[src/verilog/ufl_pkg.sv]
package ufl_pkg;
   // Bus geometry.
   localparam int ADDR_W = 8;
   localparam int DATA_W = 32;
   // Register byte offsets.
   localparam logic [7:0] OFF_STATUS1 = 8'h00;
   localparam logic [7:0] OFF_STATUS2 = 8'h04;
   localparam logic [7:0] OFF_CTRL1 = 8'h08;
   localparam logic [7:0] OFF_CTRL2 = 8'h0c;
   localparam logic [7:0] OFF_CTRL3 = 8'h10;
   localparam logic [7:0] OFF_DATA = 8'h14;
   // Status 1 field positions; bits 5 to 0 clear by the status-then-data read.
   localparam int S1_TXE = 7;
   localparam int S1_TC = 6;
   localparam int S1_RX_BUFFER_FULL = 5;
   localparam int S1_IDLE = 4;
   localparam int S1_OVR = 3;
   localparam int S1_NOISE = 2;
   localparam int S1_FRAME = 1;
   localparam int S1_PARITY = 0;
   // Status 2 field positions, both write one to clear.
   localparam int S2_BRK = 7;
   localparam int S2_EDGE = 6;
   // Control 1 field positions.
   localparam int C1_LOOP = 7;
   localparam int C1_RX_SOURCE_SELECT = 5;
   localparam int C1_WL = 4;
   localparam int C1_EDGE_IE = 1;
   localparam int C1_BRK_IE = 0;
   localparam logic [7:0] C1_WMASK = 8'hb3;
   // Control 2 field positions.
   localparam int C2_TXE_IE = 7;
   localparam int C2_TC_IE = 6;
   localparam int C2_RX_BUFFER_FULL_IE = 5;
   localparam int C2_IDLE_IE = 4;
   localparam int C2_RX_ON = 2;
   localparam logic [7:0] C2_WMASK = 8'hf4;
   // Control 3 field positions; bit 7 is the read-only received ninth bit.
   localparam int C3_R9 = 7;
   localparam int C3_T9 = 6;
   localparam int C3_DIR = 5;
   localparam int C3_OVR_IE = 3;
   localparam int C3_NOISE_IE = 2;
   localparam int C3_FRAME_IE = 1;
   localparam int C3_PARITY_IE = 0;
   localparam logic [7:0] C3_WMASK = 8'h6f;
   // Values after reset.
   localparam logic [7:0] CTRL_RST = 8'h00;
   localparam logic [7:0] DATA_RST = 8'h00;
   localparam logic FLAG_RST = 1'b0;
   localparam logic TXE_RST = 1'b1;
   localparam logic TC_RST = 1'b1;
   localparam logic [31:0] RDATA_RST = 32'h0000_0000;
   // Low-power mode codes on stop_mode.
   localparam logic [1:0] MODE_RUN = 2'h0;
   localparam logic [1:0] MODE_STOP1 = 2'h1;
   localparam logic [1:0] MODE_STOP2 = 2'h2;
   localparam logic [1:0] MODE_STOP3 = 2'h3;
endpackage : ufl_pkg

[src/verilog/ufl_top.sv]
`timescale 1ns/10ps
// How it works
// - Three interrupt lines: transmit, receive, error.
// - Every source has its own enable; flags pollable.
// - Transmit-empty interrupt stands while buffer empty.
// - Done flag sets only when transmitter idle.
// - Receive-full clears by status read, data read.
// - Idle clears likewise; rearms after a new character.
// - Character errors set together with receive-full.
// - Overrun sets; new character and errors dropped.
// - Receive falling edge sets edge flag while receiver on; write-one clears.
// - Nine-bit mode adds ninth bit both ways.
// - Ninth transmit bit copied with byte at load.
// - Stop1/stop2 lose state; stop3 freezes and resumes.
// - Edge detector wakes from stop3 when enabled.
// - Loop mode feeds transmitter into receiver internally.
// - Single-wire mode: receiver hears transmitter and pin.
// - Direction bit chooses drive or listen on pin.
// - Single-wire receiver also captures own transmissions.
module ufl_top (
   input wire logic pclk,
   input wire logic presetn,
   input wire logic psel,
   input wire logic penable,
   input wire logic pwrite,
   input wire logic [ufl_pkg::ADDR_W-1:0] paddr,
   input wire logic [ufl_pkg::DATA_W-1:0] pwdata,
   output logic [ufl_pkg::DATA_W-1:0] prdata,
   output logic pready,
   output logic pslverr,
   input wire logic tx_load,
   input wire logic tx_idle,
   input wire logic tx_serial,
   output logic tx_buf_valid,
   output logic [8:0] tx_shift_data,
   input wire logic rx_char_ready,
   input wire logic [8:0] rx_char,
   input wire logic rx_noise_err,
   input wire logic rx_frame_err,
   input wire logic rx_parity_err,
   input wire logic rx_idle_detect,
   input wire logic break_detect,
   output logic rx_serial,
   output logic rx_enable,
   output logic nine_bit_mode,
   input wire logic serial_in_pin,
   output logic serial_in_released,
   input wire logic serial_out_i,
   output logic serial_out_o,
   output logic serial_out_oe,
   input wire logic [1:0] stop_mode,
   output logic wake_req,
   output logic irq_tx,
   output logic irq_rx,
   output logic irq_err
);
   import ufl_pkg::*;

   logic [7:0] ctrl1_q, ctrl1_d, ctrl2_q, ctrl2_d, ctrl3_q, ctrl3_d;
   logic [7:0] tx_buf_q, tx_buf_d, rx_data_q, rx_data_d;
   logic [8:0] tx_shift_q, tx_shift_d;
   logic rx_ninth_q, rx_ninth_d;
   logic txe_q, txe_d, tc_q, tc_d, rx_buffer_full_q, rx_buffer_full_d, idle_q, idle_d;
   logic ovr_q, ovr_d, nf_q, nf_d, fe_q, fe_d, pf_q, pf_d;
   logic edge_q, edge_d, brk_q, brk_d, idle_arm_q, idle_arm_d, rx_prev_q, rx_prev_d;
   logic [5:0] seen_q, seen_d;
   logic [31:0] prdata_q, prdata_d;

   // Operating mode decode; the clock keeps running in every stop mode.
   wire run = (stop_mode == MODE_RUN);
   wire stop3 = (stop_mode == MODE_STOP3);
   wire lost = (stop_mode == MODE_STOP1) || (stop_mode == MODE_STOP2);

   // Bus decode; the slave always answers in the access cycle.
   wire hit_s1 = (paddr == OFF_STATUS1);
   wire hit_s2 = (paddr == OFF_STATUS2);
   wire hit_c1 = (paddr == OFF_CTRL1);
   wire hit_c2 = (paddr == OFF_CTRL2);
   wire hit_c3 = (paddr == OFF_CTRL3);
   wire hit_dt = (paddr == OFF_DATA);
   wire hit = hit_s1 | hit_s2 | hit_c1 | hit_c2 | hit_c3 | hit_dt;
   wire setup = psel & ~penable;
   wire acc = psel & penable & run & hit;
   wire wr = acc & pwrite;
   wire rd = acc & ~pwrite;
   wire data_wr = wr & hit_dt;
   wire data_rd = rd & hit_dt;
   wire s1_rd = rd & hit_s1;

   // Control fields.
   wire loop_en = ctrl1_q[C1_LOOP];
   wire rx_source_select = ctrl1_q[C1_RX_SOURCE_SELECT];
   wire wl9 = ctrl1_q[C1_WL];
   wire sw_dir = ctrl3_q[C3_DIR];
   wire rx_on = ctrl2_q[C2_RX_ON];

   // Receive input routing: pin, internal loop, or the shared output wire.
   wire single_wire = loop_en & rx_source_select;
   wire rx_route = ~loop_en ? serial_in_pin :
                   (~rx_source_select | sw_dir) ? tx_serial : serial_out_i;
   wire rx_fall = rx_on & rx_prev_q & ~rx_route;
   wire edge_evt = (run | stop3) & rx_fall;

   // Receive and transmit events.
   wire rx_take = run & rx_char_ready & ~rx_buffer_full_q;
   wire rx_over = run & rx_char_ready & rx_buffer_full_q;
   wire tx_move = run & tx_load & ~txe_q;
   wire idle_evt = run & rx_idle_detect & idle_arm_q;

   // Status-then-data clearing: a data read clears what the status read saw.
   wire [5:0] clr = data_rd ? seen_q : 6'h00;

   // Register views for reading.
   wire [7:0] s1_view = {txe_q, tc_q, rx_buffer_full_q, idle_q, ovr_q, nf_q, fe_q, pf_q};
   wire [7:0] s2_view = {brk_q, edge_q, 6'h00};
   wire [7:0] c3_view = {rx_ninth_q, ctrl3_q[6:0]};
   wire [7:0] rd_byte = hit_s1 ? s1_view : hit_s2 ? s2_view : hit_c1 ? ctrl1_q :
                        hit_c2 ? ctrl2_q : hit_c3 ? c3_view : hit_dt ? rx_data_q : 8'h00;

   // Next-state logic; stop1/stop2 lose everything, stop3 holds all but the edge detector.
   always_comb begin
      ctrl1_d = ctrl1_q;
      ctrl2_d = ctrl2_q;
      ctrl3_d = ctrl3_q;
      tx_buf_d = tx_buf_q;
      rx_data_d = rx_data_q;
      tx_shift_d = tx_shift_q;
      rx_ninth_d = rx_ninth_q;
      txe_d = txe_q;
      tc_d = tc_q;
      rx_buffer_full_d = rx_buffer_full_q;
      idle_d = idle_q;
      ovr_d = ovr_q;
      nf_d = nf_q;
      fe_d = fe_q;
      pf_d = pf_q;
      edge_d = edge_q | edge_evt;
      brk_d = brk_q;
      idle_arm_d = idle_arm_q;
      rx_prev_d = (run | stop3) ? rx_route : rx_prev_q;
      seen_d = seen_q;
      prdata_d = prdata_q;
      if (lost) begin
         ctrl1_d = CTRL_RST;
         ctrl2_d = CTRL_RST;
         ctrl3_d = CTRL_RST;
         tx_buf_d = DATA_RST;
         rx_data_d = DATA_RST;
         tx_shift_d = 9'h000;
         rx_ninth_d = FLAG_RST;
         txe_d = TXE_RST;
         tc_d = TC_RST;
         rx_buffer_full_d = FLAG_RST;
         idle_d = FLAG_RST;
         ovr_d = FLAG_RST;
         nf_d = FLAG_RST;
         fe_d = FLAG_RST;
         pf_d = FLAG_RST;
         edge_d = FLAG_RST;
         brk_d = FLAG_RST;
         idle_arm_d = FLAG_RST;
         rx_prev_d = 1'b1;
         seen_d = 6'h00;
         prdata_d = RDATA_RST;
      end else if (run) begin
         if (setup) begin
            prdata_d = {24'h000000, rd_byte};
         end
         if (wr & hit_c1) begin
            ctrl1_d = pwdata[7:0] & C1_WMASK;
         end
         if (wr & hit_c2) begin
            ctrl2_d = pwdata[7:0] & C2_WMASK;
         end
         if (wr & hit_c3) begin
            ctrl3_d = pwdata[7:0] & C3_WMASK;
         end
         // Writing one clears; a coincident event keeps the flag set.
         if (wr & hit_s2 & pwdata[S2_EDGE]) begin
            edge_d = edge_evt;
         end
         brk_d = break_detect | (brk_q & ~(wr & hit_s2 & pwdata[S2_BRK]));
         // Transmit buffer: a write fills it, a load moves byte and ninth bit.
         if (tx_move) begin
            tx_shift_d = {wl9 & ctrl3_q[C3_T9], tx_buf_q};
         end
         if (data_wr) begin
            tx_buf_d = pwdata[7:0];
            txe_d = 1'b0;
            tc_d = 1'b0;
         end else begin
            txe_d = txe_q | tx_move;
            tc_d = tc_q | (tx_idle & txe_q & ~tx_move);
         end
         // Receive side flags; hardware sets win over the read clear.
         if (rx_take) begin
            rx_data_d = rx_char[7:0];
            rx_ninth_d = wl9 & rx_char[8];
         end
         rx_buffer_full_d = rx_take | (rx_buffer_full_q & ~clr[S1_RX_BUFFER_FULL]);
         idle_d = idle_evt | (idle_q & ~clr[S1_IDLE]);
         idle_arm_d = rx_take | (idle_arm_q & ~idle_evt);
         ovr_d = rx_over | (ovr_q & ~clr[S1_OVR]);
         nf_d = (rx_take & rx_noise_err) | (nf_q & ~clr[S1_NOISE]);
         fe_d = (rx_take & rx_frame_err) | (fe_q & ~clr[S1_FRAME]);
         pf_d = (rx_take & rx_parity_err) | (pf_q & ~clr[S1_PARITY]);
         // A status read remembers which flags it saw set.
         if (data_rd) begin
            seen_d = 6'h00;
         end else if (s1_rd) begin
            seen_d = prdata_q[5:0];
         end
      end
   end

   // State registers.
   always_ff @(posedge pclk or negedge presetn) begin
      if (!presetn) begin
         ctrl1_q <= CTRL_RST;
         ctrl2_q <= CTRL_RST;
         ctrl3_q <= CTRL_RST;
         tx_buf_q <= DATA_RST;
         rx_data_q <= DATA_RST;
         tx_shift_q <= 9'h000;
         rx_ninth_q <= FLAG_RST;
         txe_q <= TXE_RST;
         tc_q <= TC_RST;
         rx_buffer_full_q <= FLAG_RST;
         idle_q <= FLAG_RST;
         ovr_q <= FLAG_RST;
         nf_q <= FLAG_RST;
         fe_q <= FLAG_RST;
         pf_q <= FLAG_RST;
         edge_q <= FLAG_RST;
         brk_q <= FLAG_RST;
         idle_arm_q <= FLAG_RST;
         rx_prev_q <= 1'b1;
         seen_q <= 6'h00;
         prdata_q <= RDATA_RST;
      end else begin
         ctrl1_q <= ctrl1_d;
         ctrl2_q <= ctrl2_d;
         ctrl3_q <= ctrl3_d;
         tx_buf_q <= tx_buf_d;
         rx_data_q <= rx_data_d;
         tx_shift_q <= tx_shift_d;
         rx_ninth_q <= rx_ninth_d;
         txe_q <= txe_d;
         tc_q <= tc_d;
         rx_buffer_full_q <= rx_buffer_full_d;
         idle_q <= idle_d;
         ovr_q <= ovr_d;
         nf_q <= nf_d;
         fe_q <= fe_d;
         pf_q <= pf_d;
         edge_q <= edge_d;
         brk_q <= brk_d;
         idle_arm_q <= idle_arm_d;
         rx_prev_q <= rx_prev_d;
         seen_q <= seen_d;
         prdata_q <= prdata_d;
      end
   end

   // Interrupt lines, each an OR of enabled member flags.
   assign irq_tx = (txe_q & ctrl2_q[C2_TXE_IE]) | (tc_q & ctrl2_q[C2_TC_IE]);
   assign irq_rx = (rx_buffer_full_q & ctrl2_q[C2_RX_BUFFER_FULL_IE]) | (idle_q & ctrl2_q[C2_IDLE_IE]) |
                   (edge_q & ctrl1_q[C1_EDGE_IE]) | (brk_q & ctrl1_q[C1_BRK_IE]);
   assign irq_err = (ovr_q & ctrl3_q[C3_OVR_IE]) | (nf_q & ctrl3_q[C3_NOISE_IE]) |
                    (fe_q & ctrl3_q[C3_FRAME_IE]) | (pf_q & ctrl3_q[C3_PARITY_IE]);

   // Stop3 wake works without a clock: it compares the held level to the line.
   assign wake_req = stop3 & rx_fall & ctrl1_q[C1_EDGE_IE];

   // Pin and engine outputs.
   assign serial_out_o = tx_serial;
   assign serial_out_oe = ~single_wire | sw_dir;
   assign serial_in_released = loop_en;
   assign rx_serial = rx_route;
   assign rx_enable = rx_on;
   assign nine_bit_mode = wl9;
   assign tx_buf_valid = ~txe_q;
   assign tx_shift_data = tx_shift_q;
   assign prdata = prdata_q;
   assign pready = 1'b1;
   assign pslverr = psel & penable & ~hit;

   // Checks on the flag and routing behaviour.
   property p_tx_irq;
      @(posedge pclk) disable iff (!presetn)
      (txe_q && ctrl2_q[C2_TXE_IE]) |-> irq_tx;
   endproperty
   a_tx_irq: assert property (p_tx_irq) else $error("Transmit interrupt missing while buffer empty.");

   property p_tc_cause;
      @(posedge pclk) disable iff (!presetn || lost)
      $rose(tc_q) |-> $past(tx_idle) && $past(txe_q);
   endproperty
   a_tc_cause: assert property (p_tc_cause) else $error("Done flag set while transmitter busy.");

   property p_rx_buffer_full_clear;
      @(posedge pclk) disable iff (!presetn || lost)
      (s1_rd && prdata_q[S1_RX_BUFFER_FULL]) ##[1:4] (data_rd && !rx_char_ready) |=> !rx_buffer_full_q;
   endproperty
   a_rx_buffer_full_clear: assert property (p_rx_buffer_full_clear) else $error("Receive-full not cleared by read pair.");

   property p_idle_rearm;
      @(posedge pclk) disable iff (!presetn || lost)
      $rose(idle_q) |-> $past(idle_arm_q);
   endproperty
   a_idle_rearm: assert property (p_idle_rearm) else $error("Idle set without a new character.");

   property p_err_with_rx_buffer_full;
      @(posedge pclk) disable iff (!presetn || lost)
      ($rose(nf_q) || $rose(fe_q) || $rose(pf_q)) |-> $rose(rx_buffer_full_q);
   endproperty
   a_err_with_rx_buffer_full: assert property (p_err_with_rx_buffer_full) else $error("Error flag set apart from receive-full.");

   property p_overrun;
      @(posedge pclk) disable iff (!presetn || lost)
      (rx_over && !data_rd) |=> ovr_q && $stable(rx_data_q) && $stable(nf_q) && $stable(fe_q);
   endproperty
   a_overrun: assert property (p_overrun) else $error("Overrun did not keep old character.");

   property p_edge;
      @(posedge pclk) disable iff (!presetn || lost)
      (run && rx_fall) |=> edge_q [*2];
   endproperty
   a_edge: assert property (p_edge) else $error("Receive edge did not set the edge flag.");

   property p_ninth;
      @(posedge pclk) disable iff (!presetn || lost)
      (tx_move && wl9) |=> tx_shift_data[8] == $past(ctrl3_q[C3_T9]) && tx_buf_valid == $past(data_wr);
   endproperty
   a_ninth: assert property (p_ninth) else $error("Ninth bit not copied at load.");

   property p_loop;
      @(posedge pclk) disable iff (!presetn)
      (loop_en && (!rx_source_select || sw_dir)) |-> rx_serial == tx_serial && serial_in_released;
   endproperty
   a_loop: assert property (p_loop) else $error("Receiver not fed by transmitter in loop.");

   property p_listen;
      @(posedge pclk) disable iff (!presetn)
      (single_wire && !sw_dir) |-> !serial_out_oe && rx_serial == serial_out_i;
   endproperty
   a_listen: assert property (p_listen) else $error("Pin driven while listening.");

   property p_wake;
      @(posedge pclk) disable iff (!presetn)
      wake_req |-> (stop3 && rx_on && ctrl1_q[C1_EDGE_IE]) ##1 edge_q;
   endproperty
   a_wake: assert property (p_wake) else $error("Wake outside enabled stop3.");

   // Main scenarios worth seeing.
   c_overrun: cover property (@(posedge pclk) disable iff (!presetn) rx_over);
   c_idle: cover property (@(posedge pclk) disable iff (!presetn) idle_evt);
   c_wake: cover property (@(posedge pclk) disable iff (!presetn) wake_req);
   c_clear: cover property (@(posedge pclk) disable iff (!presetn) s1_rd ##1 data_rd);
endmodule : ufl_top

[config.mk]
export PLATFORM = sky130hd
export DESIGN_NAME = ufl_top
export DESIGN_NICKNAME = d
export VERILOG_FILES = /design/src/verilog/ufl_pkg.sv /design/src/verilog/ufl_top.sv
export SDC_FILE = /design/constraint.sdc
export NUM_CORES = 1
export LEC_CHECK = 0
export ABC_AREA = 1
export BUFFER_PORTS_ARGS = -buffer_cell sky130_fd_sc_hd__buf_4
export CELL_PAD_IN_SITES_DETAIL_PLACEMENT = 1
export CELL_PAD_IN_SITES_GLOBAL_PLACEMENT = 2
export CORE_ASPECT_RATIO = 0.75
export CORE_UTILIZATION = 25
export CTS_CLUSTER_DIAMETER = 120
export DETAILED_ROUTE_END_ITERATION = 6
export PLACE_DENSITY_LB_ADDON = 0.1
export SLEW_MARGIN = 0
export SYNTH_ARGS = -nofsm -noshare
export SYNTH_HDL_FRONTEND = slang
export SYNTH_SLANG_ARGS = --single-unit
[constraint.sdc]
create_clock -name pclk -period 1.3 [get_ports pclk]
set_input_delay 0.13 -clock pclk [delete_from_list [all_inputs] [get_ports pclk]]
set_output_delay 0.13 -clock pclk [all_outputs]
set_load 0.01 [all_outputs]
==> metrics.md <==
| Metric | Value |
|---|---|
| Status | complete, but fails checks |
| Failing checks | negative setup slack |
| Req. time, crit path | 1.17 ns |
| Startpoint Class | flip-flop |
| Pre-CTS setup slack | -0.423 ns |
| Ys flop type | dfrtp_1 |
| Final std cells w/o fill | around 840 |
| Reg2Reg Setup Slack | -0.01 ns |
| Initial drt markers | 150 |
| Hold Slack | 0.0285 ns |
| Mapped cell area | 3820 um2 |
| Hold violation total from the final report | 0 |
| GR Overflow Total | 0 |
| Largest net degree at the start of global routing | 27 |
| Critical path class | reg2out |
| Gp weighted congestion | 0.840 |
| Max-cap viol count | 0 |
| Skew-Pair Late Insertion Delay | 0.34 ns |
| Worst R2R Start | ctrl3_q[5] |
| R2r endpoint | rx_prev_q |
| Final total power | about 6.3 mW |
| Yosys reg bits | 68 |
| CTS sink count | 68 |
| Hold Crit Start | rx_char[6] |
| Num CTS Buffers | 9 |
| Final net count | roughly 710 |
| First-pass GRT wire length | 21800 um |
| Layout area overhead | 42.9% |
| H-tree lvl count | 3 |
| Leading area contributor after synthesis | dfrtp_1 |
| Core area | 14700 um2 |
| Clock skew | a little under 0.006 ns |
| Synth top area cells | dfrtp_1 43%, nand2_1 15%, nand3_1 7.9% |
| Synth warn | 0 |
| Setup_tns | -0.836 ns |
| WL final | between 10000 and 15000 um |
| Layout cells sized above 1 | 31.3% |
| Placed instance area | a little under 5000 um2 |
| HPWL Detailed | between 10000 and 15000 um |
| Residual DRC | 0 |
| GRT Overall Usage | a little under a fifth |
| Count of cell types in the netlist | 31 |
| Starting Density | 26.0% |
| Number of synthesized flops with an enable pin | 0 |
| Worst Path Max Fanout | 3 |
| Min Tclk post-route | about 1.7 ns |
| Power density over cell area | 1160 nW/um2 |
| Final Cell Area | 5450 um2 |
| Final setup margin | -0.381 ns |
| VDD IR-drop max | 605 uV |
| Die Span Y | 109 um |
| Clock transition time at the flip-flop clock pins of the worst setup and hold paths | 0.06 ns |
| Ports | approximately 120 |
| TritonCTS clock tree | built |
| Multi-input gate area | ~1800 um2 |
| Crit path DAT | approximately 1.6 ns |
| Syn avg cell area | 7.59 um2 |
| FP Rows | 38 |
| Drt pass-1 iters | 4 |
| Cell count after synthesis | 503 |
| Detailed-route wire length per cell | 16.5 um |
| Port Buffers | 71 |
| CP startpoint | ctrl3_q[5] |
| Reg area | roughly 1700 um2 |
| Worst setup EP type | primary output |
| Total die area | 15800 um2 |
| Via Count | approximately 3700 |
| ANT cells | 0 |
| Fin. max-slew vios | 0 |
| Period utilization | 129% |
| Via/cell ratio | 4.44 |
| Clk buf depth | 2 |
| Ys async rst share | 100% |
| Hold Path Stages | 3 |
| Setup violators final | 5 |
| R2R depth | 9 |
| RSZ-0062 raised after global routing | true |
| Fin util | between 30% and 40% |
| Clk root buf | clkbuf_16 |
| Fillers | 1799 |
| Number of placed instances, taps included | 817 |
| Initial antenna violation count | 0 |
| Max Clk Rate | 595 MHz |
| Synth top area share | between 40% and 50% |
| Vias in the first global route | 3851 |
| Register area share after synthesis | 44.7% |
| Die width | 145 um |
| Remaining antenna violation count | 0 |
| Hold Path Sink | rx_data_q[6] |
| Tightest Hold Check Type | in2reg |
| Pleak | 2.80 nW |
## report_power, final
part | total (mW) | internal, mW | leakage, nW | switching (mW)
combinational | 1.16 | 0.504 | 1.74 | 0.652
clock | 2.72 | 1.73 | 0.151 | 0.988
sequential | 2.43 | 2.27 | 0.913 | 0.155
total | 6.30 | 4.51 | 2.80 | 1.79
## kinds of logic (layout without fill, tap and decap cells)
| group | after synthesis | count (layout) | synth area share (%) |
|---|---|---|---|
| AND/OR/NAND/NOR | 272 | 272 | 32.7 |
| buffers and inverters | 95 | 212 | 12.0 |
| flip-flops | 68 | 68 | 44.7 |
| AO/OA/AOI/OAI | 64 | 64 | 9.80 |
| adder cells (fa/ha/maj) | 2 | 2 | 0.656 |
| other | 2 | 25 | 0.197 |
## area by class of cell
| type | instances | share of cell area [%] |
|---|---|---|
| clock buffer | 10 | 4.38 |
| clock inverter | 6 | 1.61 |
| inverter | 58 | 4.04 |
| multi-input combinational | 363 | 33.5 |
| sequential | 68 | 31.3 |
| tap | 200 | 4.59 |
| timing repair buffer | 138 | 20.6 |
## cell usage after synthesis, types with 2 or more instances
| cell | instances |
|---|---|
| inv_1 | 56 |
| a21oi_1 | 11 |
| nor2_2 | 4 |
| dfrtp_1 | 65 |
| nor2_1 | 30 |
| dfstp_2 | 3 |
| o21ai_0 | 34 |
| nand4_1 | 8 |
| o21bai_1 | 6 |
| nand3_1 | 60 |
| nand2_1 | 148 |
| clkbuf_1 | 9 |
| o211ai_1 | 4 |
| ha_1 | 2 |
| buf_2 | 2 |
| o2111ai_1 | 3 |
| nand2_2 | 9 |
| a32o_1 | 2 |
| buf_4 | 26 |
| conb_1 | 2 |
| nand2_4 | 4 |
| nor2_4 | 5 |
| o22ai_1 | 2 |
## how the worst max path moves through the flow
stage | end | cells after the start
after floorplan | tx_shift_data[8] | 7
after global placement | seen_q[2] | 11
after detailed placement | seen_q[5] | 11
after CTS | wake_req | 8
after global routing | wake_req | 7
final | wake_req | 7
## timing repair
item                                   CTS  global route
setup endpoints to repair               13            53
endpoints found under the hold margin   22             0
pin swaps                                3             5
hold buffers                             1             0
setup buffers                            3             8
resized for setup                       11            25
## cells in the final DEF (no fill, tap or decap), types with 4 or more instances in the layout
cell type / instances
nand4_1: 8
o211ai_1: 4
nand2_4: 6
buf_4: 124
nand2_2: 15
conb_1: 25
o21bai_1: 6
buf_12: 4
dfrtp_1: 65
nor2_4: 8
nand2_1: 140
a21oi_1: 11
inv_1: 53
nor2_2: 4
clkbuf_16: 9
buf_6: 9
nor2_1: 27
o21ai_0: 32
nand3_1: 57
## routing by layer
layer	part of all wire (%)	up-vias	track usage (%)
met5	0	-	0
met4	1.3	0	5.79
met3	4.1	12	3.47
met2	43	89	28.1
met1	52	1804	27.9
li1	-	1842	-
## state kept, by name (all words and copies together) (netlist names)
name	cells
tx_shift_data	9
prdata	8
rx_data_q	8
tx_buf_q	8
ctrl3_q	6
seen_q	6
ctrl1_q	5
ctrl2_q	5
brk_q	1
edge_q	1
fe_q	1
idle_arm_q	1
idle_q	1
nf_q	1
ovr_q	1
pf_q	1
rx_buffer_full_q	1
rx_ninth_q	1
rx_prev_q	1
tc_q	1
txe_q	1
## worst max-delay path, cell delays in order, from the launching register on
cell	delay, ns
dfrtp_1	0.38
nor2_2	0.15
nand2_1	0.06
o211ai_1	0.07
o21a_1	0.18
nand3_2	0.10
nor3_2	0.13
buf_4	0.14
No activity file was read; power rests on OpenSTA's default activity.
